--- src/router_map.vh ---
// register offsets, field positions and decode constants of the router
`ifndef ROUTER_MAP_VH
`define ROUTER_MAP_VH

// ************************************************************
// register offsets (byte addresses, one word each)
// ************************************************************
`define OFS_STATUS    8'h00
`define OFS_MASK      8'h04
`define OFS_JUMPERS   8'h08
`define OFS_STATE     8'h0C

// ************************************************************
// event bit positions in status and mask
// ************************************************************
`define EV_MEM        0
`define EV_IACK       1
`define EV_NOACK      2
`define EV_CFG        3
`define EV_W          4

// ************************************************************
// reset values
// ************************************************************
`define STATUS_RST    4'h0
`define MASK_RST      4'h0
`define SEL_IDLE      4'hF
`define IRQ_IDLE      7'h7F

// ************************************************************
// memory decode and interrupt levels
// ************************************************************
`define SZ_MIN        3'h1
`define SZ_MAX        3'h5
`define A24_BASE_LSB  17
`define A24_SLOT_OFS  16
`define A32_BASE_LSB  25
`define A32_SLOT_LSB  23
`define BASE_BITS     7
`define LEVELS        7
`define SOURCES       8
`define NO_LEVEL      3'h0

`endif

--- src/vme_mezzanine_mem_irq_router.v ---
// carrier logic: memory window decode and interrupt routing for four slots
//
// Contract
// - compare high address with seven base jumpers, fitted reads zero
// - base bits meet A17..A23 in A24 space, A25..A31 in A32 space
// - shipped base jumpers decode 0xD00000 in A24, 0xD0000000 in A32
// - address A1..A23 passes straight to the slots, no remap, no waits
// - window is four times the per-slot size of the largest module
// - slot A at base, each next slot one slot size higher
// - A24 decode only while the standard space jumper is fitted
// - only one space at a time; both enables fitted decodes nothing
// - each slot raises two requests; module gives vector on acknowledge
// - levels follow bus priority, level 7 highest, level 1 lowest
// - default map: A to 1,2; B to 3,4; C to 5,6; D0 to 7; D1 none
// - default acknowledge: 7 to D0, 6,5 to C, 4,3 to B, 2,1 to A
// - acknowledge map is exact inverse of the request map
// - jumpers give one-to-one maps; encoder mode needs jumpers removed
// - slot A1 low for request 0, high for 1; else follows bus A1
//
// Local design decisions: the Wishbone interface to the registers and the address map.
`timescale 1ns/10ps
`include "router_map.vh"

module vme_mezzanine_mem_irq_router (
    input  wire        mclk,                 // 250 MHz clock
    input  wire        nrst,                 // sync reset, active low
    input  wire [7:0]  wb_adr_i,             // wishbone byte address
    input  wire [31:0] wb_dat_i,             // wishbone write data
    input  wire [3:0]  wb_sel_i,             // wishbone byte lanes
    input  wire        wb_we_i,              // wishbone write
    input  wire        wb_cyc_i,             // wishbone cycle
    input  wire        wb_stb_i,             // wishbone strobe
    output reg  [31:0] wb_dat_o,             // wishbone read data
    output reg         wb_ack_o,             // wishbone acknowledge
    output wire        irq_o,                // level interrupt
    input  wire [31:1] vme_addr,             // bus address lines
    input  wire        vme_as_n,             // address strobe
    input  wire        vme_am_a24,           // cycle in standard space
    input  wire        vme_am_a32,           // cycle in extended space
    input  wire        vme_iack_n,           // acknowledge cycle
    input  wire [1:0]  space_enable_jumpers, // [0] A24 [1] A32, fitted=0
    input  wire [2:0]  slot_size_jumpers,    // size pairs, fitted=0
    input  wire [7:0]  base_jumper_row_a,    // base, [0] unused, fitted=0
    input  wire [7:0]  request_map_target,   // per source, fitted=0
    input  wire [6:0]  ack_map_target,       // per level-1, fitted=0
    input  wire        encoder_fitted_n,     // encoder socket in use
    input  wire [23:0] encoder_map,          // 3-bit level per source
    input  wire [3:0]  slot_request_zero_n,  // request 0 per slot
    input  wire [3:0]  slot_request_one_n,   // request 1 per slot
    output reg  [7:1]  vme_irq_n,            // bus request levels
    output reg  [3:0]  slot_memory_select_n, // memory select per slot
    output reg  [3:0]  slot_irq_select_n,    // interrupt select per slot
    output reg  [3:0]  slot_a1,              // A1 to each slot
    output reg  [23:1] slot_addr,            // forwarded address
    output reg         carrier_answer        // a slot was selected
);

    // ************************************************************
    // input synchronisers
    // ************************************************************
    localparam SW = 31 + 4 + 2 + 3 + 8 + 8 + 7 + 1 + 24 + 8;

    wire [SW-1:0] raw_in;
    reg  [SW-1:0] sync1_r;
    reg  [SW-1:0] sync2_r;

    assign raw_in = {vme_addr, vme_as_n, vme_am_a24, vme_am_a32,
                     vme_iack_n, space_enable_jumpers, slot_size_jumpers,
                     base_jumper_row_a, request_map_target, ack_map_target,
                     encoder_fitted_n, encoder_map,
                     slot_request_one_n, slot_request_zero_n};

    // stage one is read by stage two only
    always @(posedge mclk) begin
        if (!nrst) begin
            sync1_r <= {SW{1'b1}};
            sync2_r <= {SW{1'b1}};
        end else begin
            sync1_r <= raw_in;
            sync2_r <= sync1_r;
        end
    end

    wire [31:1] addr;
    wire        as_n;
    wire        am24;
    wire        am32;
    wire        iack_n;
    wire [1:0]  sp_j;
    wire [2:0]  sz_j;
    wire [7:0]  base_j;
    wire [7:0]  req_j;
    wire [6:0]  ack_j;
    wire        enc_n;
    wire [23:0] enc_map;
    wire [3:0]  rq1_n;
    wire [3:0]  rq0_n;

    assign {addr, as_n, am24, am32, iack_n, sp_j, sz_j, base_j, req_j,
            ack_j, enc_n, enc_map, rq1_n, rq0_n} = sync2_r;

    // ************************************************************
    // timing and limitations
    // ************************************************************
    // every pin and jumper is sampled twice before any decode, so a
    // bus cycle shows on the slot side three edges after its strobe.
    // the slot selects and the interrupt levels are plain registered
    // copies of the decode; no state is kept between bus cycles, so a
    // strobe that bounces simply re-decodes the same address again.
    //
    // trade-off: the synchronisers add two edges of delay on every
    // path, in exchange for never decoding a half-settled address.
    // the host must hold the address and the strobe for at least three
    // edges, or the selected slot may see a select shorter than that.
    //
    // the jumpers are treated like any other asynchronous pin: moving
    // one while the bus is busy gives, at worst, one cycle of a mixed
    // old and new setting, after which the decode follows the new one.
    //
    // both memory spaces enabled, or the encoder socket used while a
    // request jumper is still fitted, is a bad configuration: every
    // decode is blocked and all levels are released, so a wrong setup
    // shows up as a dead carrier rather than as double-driven lines.
    //
    // the events feeding the status register are the rising edges of
    // the decode results, so one long bus cycle counts as one event.
    // a status bit set in the same cycle as a software clear survives.
    //
    // the forwarded address is not gated by cycle type; the slot only
    // looks at it while one of its selects is driven low.

    // ************************************************************
    // configuration
    // ************************************************************
    wire a24_en  = ~sp_j[0];
    wire a32_en  = ~sp_j[1];
    wire enc_fit = ~enc_n;
    wire sz_ok   = (sz_j >= `SZ_MIN) && (sz_j <= `SZ_MAX);
    // encoder and jumpers together would double-drive levels
    wire cfg_bad = (a24_en & a32_en) | (enc_fit & ~(&req_j));

    // ************************************************************
    // memory window decode
    // ************************************************************
    reg        m24;
    reg        m32;
    reg  [1:0] slot24;
    reg  [1:0] slot;
    reg        mem_hit;
    integer    b;

    always @* begin
        m24 = sz_ok;
        // base bit b+1 meets A(17+b); only bits above the window count
        for (b = 0; b < `BASE_BITS; b = b + 1) begin
            if (b > sz_j) begin
                if (addr[`A24_BASE_LSB + b] != base_j[b + 1]) begin
                    m24 = 1'b0;
                end
            end
        end
        // window is four slots; slot index sits just above slot size
        case (sz_j)
            3'h1:    slot24 = addr[`A24_SLOT_OFS + 2:`A24_SLOT_OFS + 1];
            3'h2:    slot24 = addr[`A24_SLOT_OFS + 3:`A24_SLOT_OFS + 2];
            3'h3:    slot24 = addr[`A24_SLOT_OFS + 4:`A24_SLOT_OFS + 3];
            3'h4:    slot24 = addr[`A24_SLOT_OFS + 5:`A24_SLOT_OFS + 4];
            3'h5:    slot24 = addr[`A24_SLOT_OFS + 6:`A24_SLOT_OFS + 5];
            default: slot24 = 2'h0;
        endcase
        m32 = (addr[31:`A32_BASE_LSB] == base_j[7:1]);
        if (am32) begin
            slot = addr[`A32_SLOT_LSB + 1:`A32_SLOT_LSB];
        end else begin
            slot = slot24;
        end
        mem_hit = ~as_n & iack_n & ~cfg_bad &
                  ((am24 & ~am32 & a24_en & m24) |
                   (am32 & ~am24 & a32_en & m32));
    end

    // ************************************************************
    // request routing
    // ************************************************************
    wire [7:0]  req_act;
    wire [23:0] lvl;

    assign req_act = {~rq1_n[3], ~rq0_n[3], ~rq1_n[2], ~rq0_n[2],
                      ~rq1_n[1], ~rq0_n[1], ~rq1_n[0], ~rq0_n[0]};

    genvar gi;
    generate
        for (gi = 0; gi < `SOURCES; gi = gi + 1) begin : g_src
            // source index as a sized constant; a genvar has no bit range
            localparam [2:0] SRC = gi;
            // straight-across jumper i gives level i+1; source 7 has none
            wire [2:0] jl = (gi < `LEVELS && !req_j[gi]) ?
                            SRC + 3'h1 : `NO_LEVEL;
            assign lvl[3*gi +: 3] = enc_fit ? enc_map[3*gi +: 3] : jl;
        end
    endgenerate

    wire [7:1] irq_nxt;

    generate
        for (gi = 1; gi <= `LEVELS; gi = gi + 1) begin : g_lvl
            localparam [2:0] LV = gi;
            wire [7:0] hit;
            genvar gs;
            for (gs = 0; gs < `SOURCES; gs = gs + 1) begin : g_s
                assign hit[gs] = req_act[gs] &
                                 (lvl[3*gs +: 3] == LV);
            end
            // line follows the module's own request, held until it lets go
            assign irq_nxt[gi] = ~(|hit) | cfg_bad;
        end
    endgenerate

    // ************************************************************
    // acknowledge steering
    // ************************************************************
    wire [2:0] ack_lvl = addr[3:1];
    reg        iack_hit;
    reg  [2:0] ack_src;
    reg        jmp_ok;
    integer    s;

    always @* begin
        iack_hit = 1'b0;
        ack_src  = 3'h0;
        jmp_ok   = 1'b1;
        if (!enc_fit && ack_lvl != `NO_LEVEL) begin
            jmp_ok = ~ack_j[ack_lvl - 3'h1];
        end
        // search the request map backwards; lowest requesting index wins, highest index if none requests
        for (s = `SOURCES - 1; s >= 0; s = s - 1) begin
            if (lvl[3*s +: 3] == ack_lvl && ack_lvl != `NO_LEVEL) begin
                if (req_act[s] || !iack_hit) begin
                    iack_hit = 1'b1;
                    ack_src  = s[2:0];
                end
            end
        end
        iack_hit = iack_hit & jmp_ok & ~as_n & ~iack_n & ~cfg_bad;
    end

    // ************************************************************
    // slot side outputs
    // ************************************************************
    always @(posedge mclk) begin
        if (!nrst) begin
            slot_memory_select_n <= `SEL_IDLE;
            slot_irq_select_n    <= `SEL_IDLE;
            slot_a1              <= 4'h0;
            slot_addr            <= 23'h000000;
            vme_irq_n            <= `IRQ_IDLE;
            carrier_answer       <= 1'b0;
        end else begin
            slot_addr <= addr[23:1];
            if (mem_hit) begin
                slot_memory_select_n <= ~(4'h1 << slot);
            end else begin
                slot_memory_select_n <= `SEL_IDLE;
            end
            if (iack_hit) begin
                slot_irq_select_n <= ~(4'h1 << ack_src[2:1]);
                slot_a1           <= {4{ack_src[0]}};
            end else begin
                slot_irq_select_n <= `SEL_IDLE;
                slot_a1           <= {4{addr[1]}};
            end
            vme_irq_n      <= irq_nxt;
            carrier_answer <= mem_hit | iack_hit;
        end
    end

    // ************************************************************
    // events and interrupt
    // ************************************************************
    reg  [`EV_W-1:0] status_r;
    reg  [`EV_W-1:0] mask_r;
    reg              mem_d_r;
    reg              iack_d_r;
    reg              noack_d_r;
    reg              cfg_d_r;
    wire             noack = ~as_n & ~iack_n & ~iack_hit;
    wire [`EV_W-1:0] ev;

    assign ev[`EV_MEM]   = mem_hit & ~mem_d_r;
    assign ev[`EV_IACK]  = iack_hit & ~iack_d_r;
    assign ev[`EV_NOACK] = noack & ~noack_d_r;
    assign ev[`EV_CFG]   = cfg_bad & ~cfg_d_r;
    assign irq_o         = |(status_r & mask_r);

    // ************************************************************
    // wishbone slave
    // ************************************************************
    wire             wb_req = wb_cyc_i & wb_stb_i & ~wb_ack_o;
    wire             wb_wr  = wb_req & wb_we_i & wb_sel_i[0];
    wire [`EV_W-1:0] clr    = (wb_wr && wb_adr_i == `OFS_STATUS) ?
                              wb_dat_i[`EV_W-1:0] : {`EV_W{1'b0}};
    reg  [31:0]      rd_nxt;

    always @* begin
        case (wb_adr_i)
            `OFS_STATUS:  rd_nxt = {28'h0000000, status_r};
            `OFS_MASK:    rd_nxt = {28'h0000000, mask_r};
            `OFS_JUMPERS: rd_nxt = {3'h0, enc_n, ack_j, req_j, base_j,
                                    sz_j, sp_j};
            `OFS_STATE:   rd_nxt = {16'h0000, carrier_answer, vme_irq_n,
                                    slot_irq_select_n,
                                    slot_memory_select_n};
            default:      rd_nxt = 32'h00000000;
        endcase
    end

    always @(posedge mclk) begin
        if (!nrst) begin
            status_r  <= `STATUS_RST;
            mask_r    <= `MASK_RST;
            mem_d_r   <= 1'b0;
            iack_d_r  <= 1'b0;
            noack_d_r <= 1'b0;
            cfg_d_r   <= 1'b0;
            wb_ack_o  <= 1'b0;
            wb_dat_o  <= 32'h00000000;
        end else begin
            mem_d_r   <= mem_hit;
            iack_d_r  <= iack_hit;
            noack_d_r <= noack;
            cfg_d_r   <= cfg_bad;
            // a new event beats a clear in the same cycle
            status_r  <= (status_r & ~clr) | ev;
            if (wb_wr && wb_adr_i == `OFS_MASK) begin
                mask_r <= wb_dat_i[`EV_W-1:0];
            end
            wb_ack_o <= wb_req;
            if (wb_req && !wb_we_i) begin
                wb_dat_o <= rd_nxt;
            end
        end
    end

endmodule // vme_mezzanine_mem_irq_router

--- config.mk ---
export PLATFORM = sky130hd
export DESIGN_NAME = vme_mezzanine_mem_irq_router
export DESIGN_NICKNAME = d
export VERILOG_FILES = /design/src/vme_mezzanine_mem_irq_router.v
export VERILOG_INCLUDE_DIRS = /design/src
export SDC_FILE = /design/constraint.sdc
export NUM_CORES = 1
export LEC_CHECK = 0
export BUFFER_PORTS_ARGS = -buffer_cell sky130_fd_sc_hd__buf_2
export CORE_MARGIN = 2
export CORE_UTILIZATION = 24
export DETAILED_ROUTE_END_ITERATION = 16
export HOLD_SLACK_MARGIN = 0.02
export SYNTH_ARGS = -nofsm -noshare
export SYNTH_HDL_FRONTEND = slang
export SYNTH_SLANG_ARGS = --single-unit
--- constraint.sdc ---
create_clock -name mclk -period 5.8 [get_ports mclk]
set_input_delay 1.16 -clock mclk [delete_from_list [all_inputs] [get_ports mclk]]
set_output_delay 1.16 -clock mclk [all_outputs]
set_load 0.005 [all_outputs]
==> run_results.csv, run 1 <==
group,metric,value,unit
yosys,avgSynthCellArea,10.0,µm²
clocking,cts.sinks,274,
global_route,antenna_found_initial,0,
yosys,netlist_instances,976,
min_path,min_path_type,"flip-flop to flip-flop",
sta,drv_slew,0,
die,die_h,206,µm
clocking,numCtsBuffers,29,
worst_setup_path,path_common_cell,"or3_1",
sta,period_share,0.620,
yosys,async_flop_share,0,
run_status,status,"finished clean",
clocking,cts_tree,"yes",
detailed_routing,drc,0,
sta,finalSetupViolations,0,
worst_setup_path,cp_cell_sequence,"buf_4 -> clkinv_1 -> ha_1 -> or3_1 -> a2111oi_0 -> a31oi_1 -> and2_1 -> a41oi_4 -> nand3_2 -> or3_1",
clocking,root_buffer,"clkbuf_16",
finish,final_common_cell,"dfxtp_1",
power,ir_worst_vdd,0.151,mV
global_route,grt_overflow_total,0,
clocking,post-cts-setup-buffer-count,0,
sta,hold_viol,0,
detailed_routing,drt_iter0_markers,382,
clocking,htreeDepth,1,
power,leakage,5.03,nW
clocking,ctsResizeCount,0,
clocking,clk_pin_slew,0.06,ns
die,dieWidth,206,µm
yosys,synth_edf_count,0,
die,rows,73,
power,powerDensity,346,nW/µm²
worst_setup_path,critPathMaxFanout,17,
yosys,netlist_top_cells_area,"dfxtp_1 (56%), nand2b_1 (13%), nor2_1 (3.1%), mux2i_1 (1.9%), a22oi_1 (1.9%)",
detailed_routing,ant_nets,0,
worst_setup_path,crit_path_end_kind,"flip-flop",
clocking,hold_buffers,0,
finish,drive_above_1_share,0.225,
die,dieArea,42300,µm²
yosys,synth-seq-cells,274,
die,initial_core_util,0.244,
global_route,grt_pass1_wl,40.2,mm
finish,area_growth,25.2,%
finish,fillers,4174,
global_route,grt_pass1_vias,6783,
worst_setup_path,path_class,"flip-flop to flip-flop",
sta,fmax,0.278,GHz
sta,worst_hold_slack,0.402,ns
worst_setup_path,required,6.23,ns
yosys,yosys_warnings,0,
worst_setup_path,critPathMaxStageDelay,0.59,ns
die,core_area,40000,µm²
yosys,ys_types,71,
job,max_cap_viol_count,0,
finish,fin_cells,1693,
sta,tightest_slew,0.825,ns
worst_setup_path,slowest_stage,"a2111oi_0",
clocking,cts_buffer_depth,3,
placement,postPlaceCellArea,11200,µm²
finish,final_cell_mix,"dfxtp_1 (274), nand2b_1 (198), buf_2 (186)",
finish,final_util,0.306,
yosys,synth-main-ff-cell,"dfxtp_1",
detailed_routing,dr.pass1.iters,5,
sta,fin_setup_tns,0,ns
detailed_routing,vias,7284,
global_route,grt_max_degree,110,
sta,skew,0.0112,ns
sta,slew_headroom,0.449,
placement,dp_hpwl,20.2,mm
finish,final_area,12200,µm²
sta,post-route-min-period,3.60,ns
die,io_pins,222,
yosys,seq_area_frac_synth,0.561,
global_route,gr-usage-all-layers,0.125,
placement,globalplace.congestion,0.839,
yosys,syn_area,9770,µm²
detailed_routing,routed_wirelength,27.3,mm
placement,dp.cells,1639,
sta,rsz0062_at_grt,"no",
worst_setup_path,startpoint_type,"flip-flop",
yosys,synth.largest_area_cell,"dfxtp_1",
finish,antenna-diode-count,0,
placement,io_buffers,187,
yosys,synth_top_area_share,0.561,
finish,final_nets,1292,
detailed_routing,viasPerCell,4.30,
detailed_routing,wl_per_cell,16.1,µm
clocking,clk_latency,0.55,ns
worst_setup_path,arrival,4.03,ns
-- path summary, 6_finish.rpt --
kind                     startpoint                         endpoint  slack [ns]  cells past startpoint
min          sync1_r[42]$_SDFF_PN1_           sync2_r[42]$_SDFF_PN1_        0.40                      1
min reg2reg  sync1_r[42]$_SDFF_PN1_           sync2_r[42]$_SDFF_PN1_        0.40                      1
max reg2reg  sync2_r[65]$_SDFF_PN1_  slot_irq_select_n[2]$_SDFF_PN1_        2.20                     10
max          sync2_r[65]$_SDFF_PN1_  slot_irq_select_n[2]$_SDFF_PN1_        2.20                     10
-- synthesized netlist by cell type (6+ instances only) --
cell and n:
o211ai_1 6, nand2b_1 198, xnor2_1 14, nor4b_1 7
a21oi_1 31, a22oi_1 25, nand3_1 14, a31oi_1 10
nand2_1 37, nor2b_1 9, clkbuf_1 45, and2_1 23
o21ai_0 31, dfxtp_1 274, xor2_1 12, nand3b_1 6
nor4_1 8, nor3_1 8, nor2_1 81, buf_4 8
inv_1 19, mux2i_1 19
-- per-layer routing --
layer / up-vias / global-route usage / part of all wire
met5: - / 0 / 0
met4: 0 / 0.0429 / 0.023
met3: 43 / 0.0204 / 0.064
met2: 239 / 0.190 / 0.43
met1: 3388 / 0.178 / 0.48
li1: 3614 / - / -
-- metrics by stage --
| step | power (mW) | setup WS, ns |
|---|---|---|
| 6_report | 4.24 | 2.20 |
| 3_3_place_gp | 2.28 | 2.35 |
| 4_1_cts | 4.31 | 2.26 |
| 2_1_floorplan | 2.18 | 3.06 |
| 5_1_grt | 4.41 | 2.04 |
| 3_5_place_dp | 2.29 | 2.31 |
-- sequential cells by signal, indices dropped and copies added (netlist names), 4 cells and up --
| name | count |
|---|---|
| sync1_r | 96 |
| slot_memory_select_n | 4 |
| wb_dat_o | 29 |
| sync2_r | 96 |
| slot_irq_select_n | 4 |
| mask_r | 4 |
| status_r | 4 |
| slot_addr | 23 |
| vme_irq_n | 7 |
-- cells by family (layout without fill, tap and decap cells) --
family / count (synthesis) / in the layout / synth area share
AO/OA/AOI/OAI: 146 / 146 / 0.102
XOR/XNOR: 26 / 26 / 0.0233
adder cells (fa/ha/maj): 2 / 2 / 0.00256
buffers and inverters: 79 / 269 / 0.0341
flip-flops: 274 / 274 / 0.561
multiplexers: 26 / 26 / 0.0333
other: 1 / 3 / 0.000384
AND/OR/NAND/NOR: 422 / 422 / 0.243
-- power by group --
part	total [mW]	leakage, nW	switching (mW)	internal [mW]
Clock	2.00	0.515	0.760	1.24
Combinational	0.233	2.25	0.118	0.115
Sequential	2.01	2.26	0.0504	1.96
Total	4.24	5.03	0.928	3.31
-- critical path: cells and delay by family, from the launching register on --
| kind | cells | cell delay (ns) |
|---|---|---|
| simple gates | 4 | 1.17 |
| compound gates | 3 | 1.11 |
| buf+inv | 2 | 0.55 |
| fa+ha+maj | 1 | 0.34 |
| flops | 1 | 0.31 |
-- final cells by class --
class / instances / area (µm²) / area share
flip-flops and latches: 274 / 5490 / 0.448
multi-input cells: 625 / 3970 / 0.324
repair buffers: 195 / 1000 / 0.0819
clock buffers: 36 / 792 / 0.0647
well taps: 525 / 657 / 0.0537
clock inverters: 18 / 256 / 0.0210
inverters: 20 / 75.1 / 0.00614
No activity file was read; power rests on OpenSTA's default activity.
==> run 2: changes to the inputs <==
- clock period: 5.8 -> 3.6 ns (I/O delays scaled with it)
==> run 2 against run 1 <==
Against the previous run: first-iteration DRC count is 19% higher; critical path depth fell by 2; fmax increased by 21%; core utilization is 0.15 points lower; sequential share of layout area increased by 0.22 points; register-to-register slack got worse by 1.6 ns; combinational power grew 63%; via count is 0.70% lower; worst hold slack lost 0.061 ns; setup slack worse by 1.6 ns; routed wire length increased by 1.3%; clock skew is 0.00088 ns higher; critical path type unchanged; largest cell class unchanged; largest power group unchanged.
==> run_results.csv, run 2 (same netlist as run 1, synthesis figures left out) <==
group,metric,value,unit
die,dieArea,42300,µm²
die,io_pins,222,
finish,area_growth,24.6,%
placement,dp_hpwl,21.0,mm
finish,final_common_cell,"dfxtp_1",
power,seqPwrFrac,0.501,
worst_setup_path,startpoint_type,"flip-flop",
detailed_routing,drc,0,
clocking,cts.sinks,274,
global_route,antenna_found_initial,3,
worst_setup_path,timing.rr.end,"slot_irq_select_n[2]$_SDFF_PN1_",
clocking,htreeDepth,1,
clocking,cts_tree,"yes",
min_path,min_path_type,"input port to flip-flop",
worst_setup_path,arrival,3.40,ns
finish,drive_above_1_share,0.228,
sta,fmax,0.338,GHz
clocking,post-cts-setup-buffer-count,0,
placement,io_buffers,187,
power,switching_share,0.233,
worst_setup_path,crit_path_end_kind,"flip-flop",
global_route,grt_overflow_total,0,
clocking,clk_latency,0.56,ns
sta,tightest_slew,0.851,ns
worst_setup_path,startpoint,"sync2_r[32]$_SDFF_PN1_",
die,die_h,206,µm
job,max_cap_viol_count,0,
power,powerDensity,531,nW/µm²
detailed_routing,viasPerCell,4.25,
die,initial_core_util,0.244,
worst_setup_path,required,4.04,ns
sta,post-route-min-period,2.96,ns
finish,final_nets,1299,
global_route,grt_pass1_vias,6991,
worst_setup_path,r2r_start,"sync2_r[32]$_SDFF_PN1_",
clocking,ctsResizeCount,0,
worst_setup_path,path_class,"flip-flop to flip-flop",
detailed_routing,dr.pass1.iters,6,
sta,finalSetupViolations,0,
sta,rsz0062_at_grt,"no",
clocking,hold_buffers,0,
die,rows,73,
run_status,status,"finished clean",
detailed_routing,routed_wirelength,27.7,mm
finish,reg_top3,"sync1_r: 96 flops, sync2_r: 96 flops, wb_dat_o: 29 flops",
clocking,cts_buffer_depth,3,
power,ir_worst_vdd,0.308,mV
power,clkPwrFrac,0.440,
sta,slew_headroom,0.432,
worst_setup_path,critPathMaxFanout,15,
clocking,root_buffer,"clkbuf_16",
sta,fin_setup_tns,0,ns
die,core_area,40000,µm²
global_route,gr-usage-all-layers,0.127,
power,p_int,4.96,mW
worst_setup_path,reg2reg_slack,0.64,ns
detailed_routing,vias,7233,
clocking,numCtsBuffers,29,
global_route,grt_pass1_wl,41.1,mm
sta,skew,0.0121,ns
finish,final_cell_mix,"dfxtp_1 (274), nand2b_1 (198), buf_2 (186)",
sta,drv_slew,0,
power,total_power,6.46,mW
detailed_routing,wl_per_cell,16.3,µm
power,comb_power_share,0.059,
placement,globalplace.congestion,0.840,
power,power_switching,1.50,mW
detailed_routing,ant_nets,0,
power,leakage,5.00,nW
global_route,grt_max_degree,168,
die,dieWidth,206,µm
detailed_routing,drt_iter0_markers,453,
sta,hold_viol,0,
clocking,clk_pin_slew,0.06,ns
sta,period_share,0.823,
worst_setup_path,r2r_cells,8,
worst_setup_path,endpoint,"slot_irq_select_n[2]$_SDFF_PN1_",
==> run 2: layer usage <==
| metal | vias up | track usage | wire [µm] |
|---|---|---|---|
| li1 | 3615 | - | - |
| met2 | 232 | 0.193 | 11800 |
| met1 | 3339 | 0.180 | 13100 |
| met5 | - | 0 | 0 |
| met3 | 47 | 0.0230 | 2010 |
| met4 | 0 | 0.0464 | 727 |
==> run 2: cell type report <==
class | instances | area [µm²]
sequential | 274 | 5490
inverter | 20 | 75.1
clock inverter | 14 | 97.6
fill | 4218 | 27800
multi-input combinational | 625 | 3970
timing repair buffer | 202 | 1070
clock buffer | 39 | 823
antenna | 1 | 2.50
tap | 525 | 657
==> run 2: worst min-delay path by stage <==
stage | endpoint | slack (ns) | startpoint | cells after the start
final | sync1_r[75]$_SDFF_PN1_ | 0.34 | vme_addr[11] | 2
after global routing | sync1_r[75]$_SDFF_PN1_ | 0.31 | vme_addr[11] | 2
after CTS | sync1_r[0]$_SDFF_PN1_ | 0.30 | slot_request_zero_n[0] | 2
after detailed placement | sync2_r[4]$_SDFF_PN1_ | 0.39 | sync1_r[4]$_SDFF_PN1_ | 1
after global placement | sync2_r[79]$_SDFF_PN1_ | 0.39 | sync1_r[79]$_SDFF_PN1_ | 1
after floorplan | sync2_r[0]$_SDFF_PN1_ | 0.39 | sync1_r[0]$_SDFF_PN1_ | 1
==> run 2: power groups by stage <==
stage,registers [mW],logic [mW],clock network (mW)
global route,3.25,0.426,3.07
detailed placement,3.31,0.387,0
floorplan,3.26,0.250,0
CTS,3.24,0.388,2.95
global placement,3.30,0.382,0
finish,3.24,0.380,2.84
==> run 2: stage by stage <==
| step | std cells | util | setup slack (ns) | hold WS, ns | instance area [µm²] |
|---|---|---|---|---|---|
| 3_5_place_dp | 1646 | 0.281 | 0.649 | 0.392 | 11300 |
| 4_1_cts | 1699 | 0.304 | 0.647 | 0.304 | 12200 |
| 3_3_place_gp | 1646 | 0.281 | 0.701 | 0.389 | 11300 |
| 2_1_floorplan | 978 | - | 0.856 | 0.386 | 9780 |
| 6_report | 1700 | 0.304 | 0.639 | 0.340 | 12200 |
| 5_1_grt | 1700 | 0.304 | 0.401 | 0.307 | 12200 |
==> run 2: critical path: stages (launching register included) <==
cell and delay, ns:
dfxtp_1 0.64, buf_4 0.27, or2b_1 0.32, a21bo_2 0.23, a22o_1 0.25, o211a_1 0.23, a21boi_0 0.34, o221ai_2 0.17
or3_1 0.38
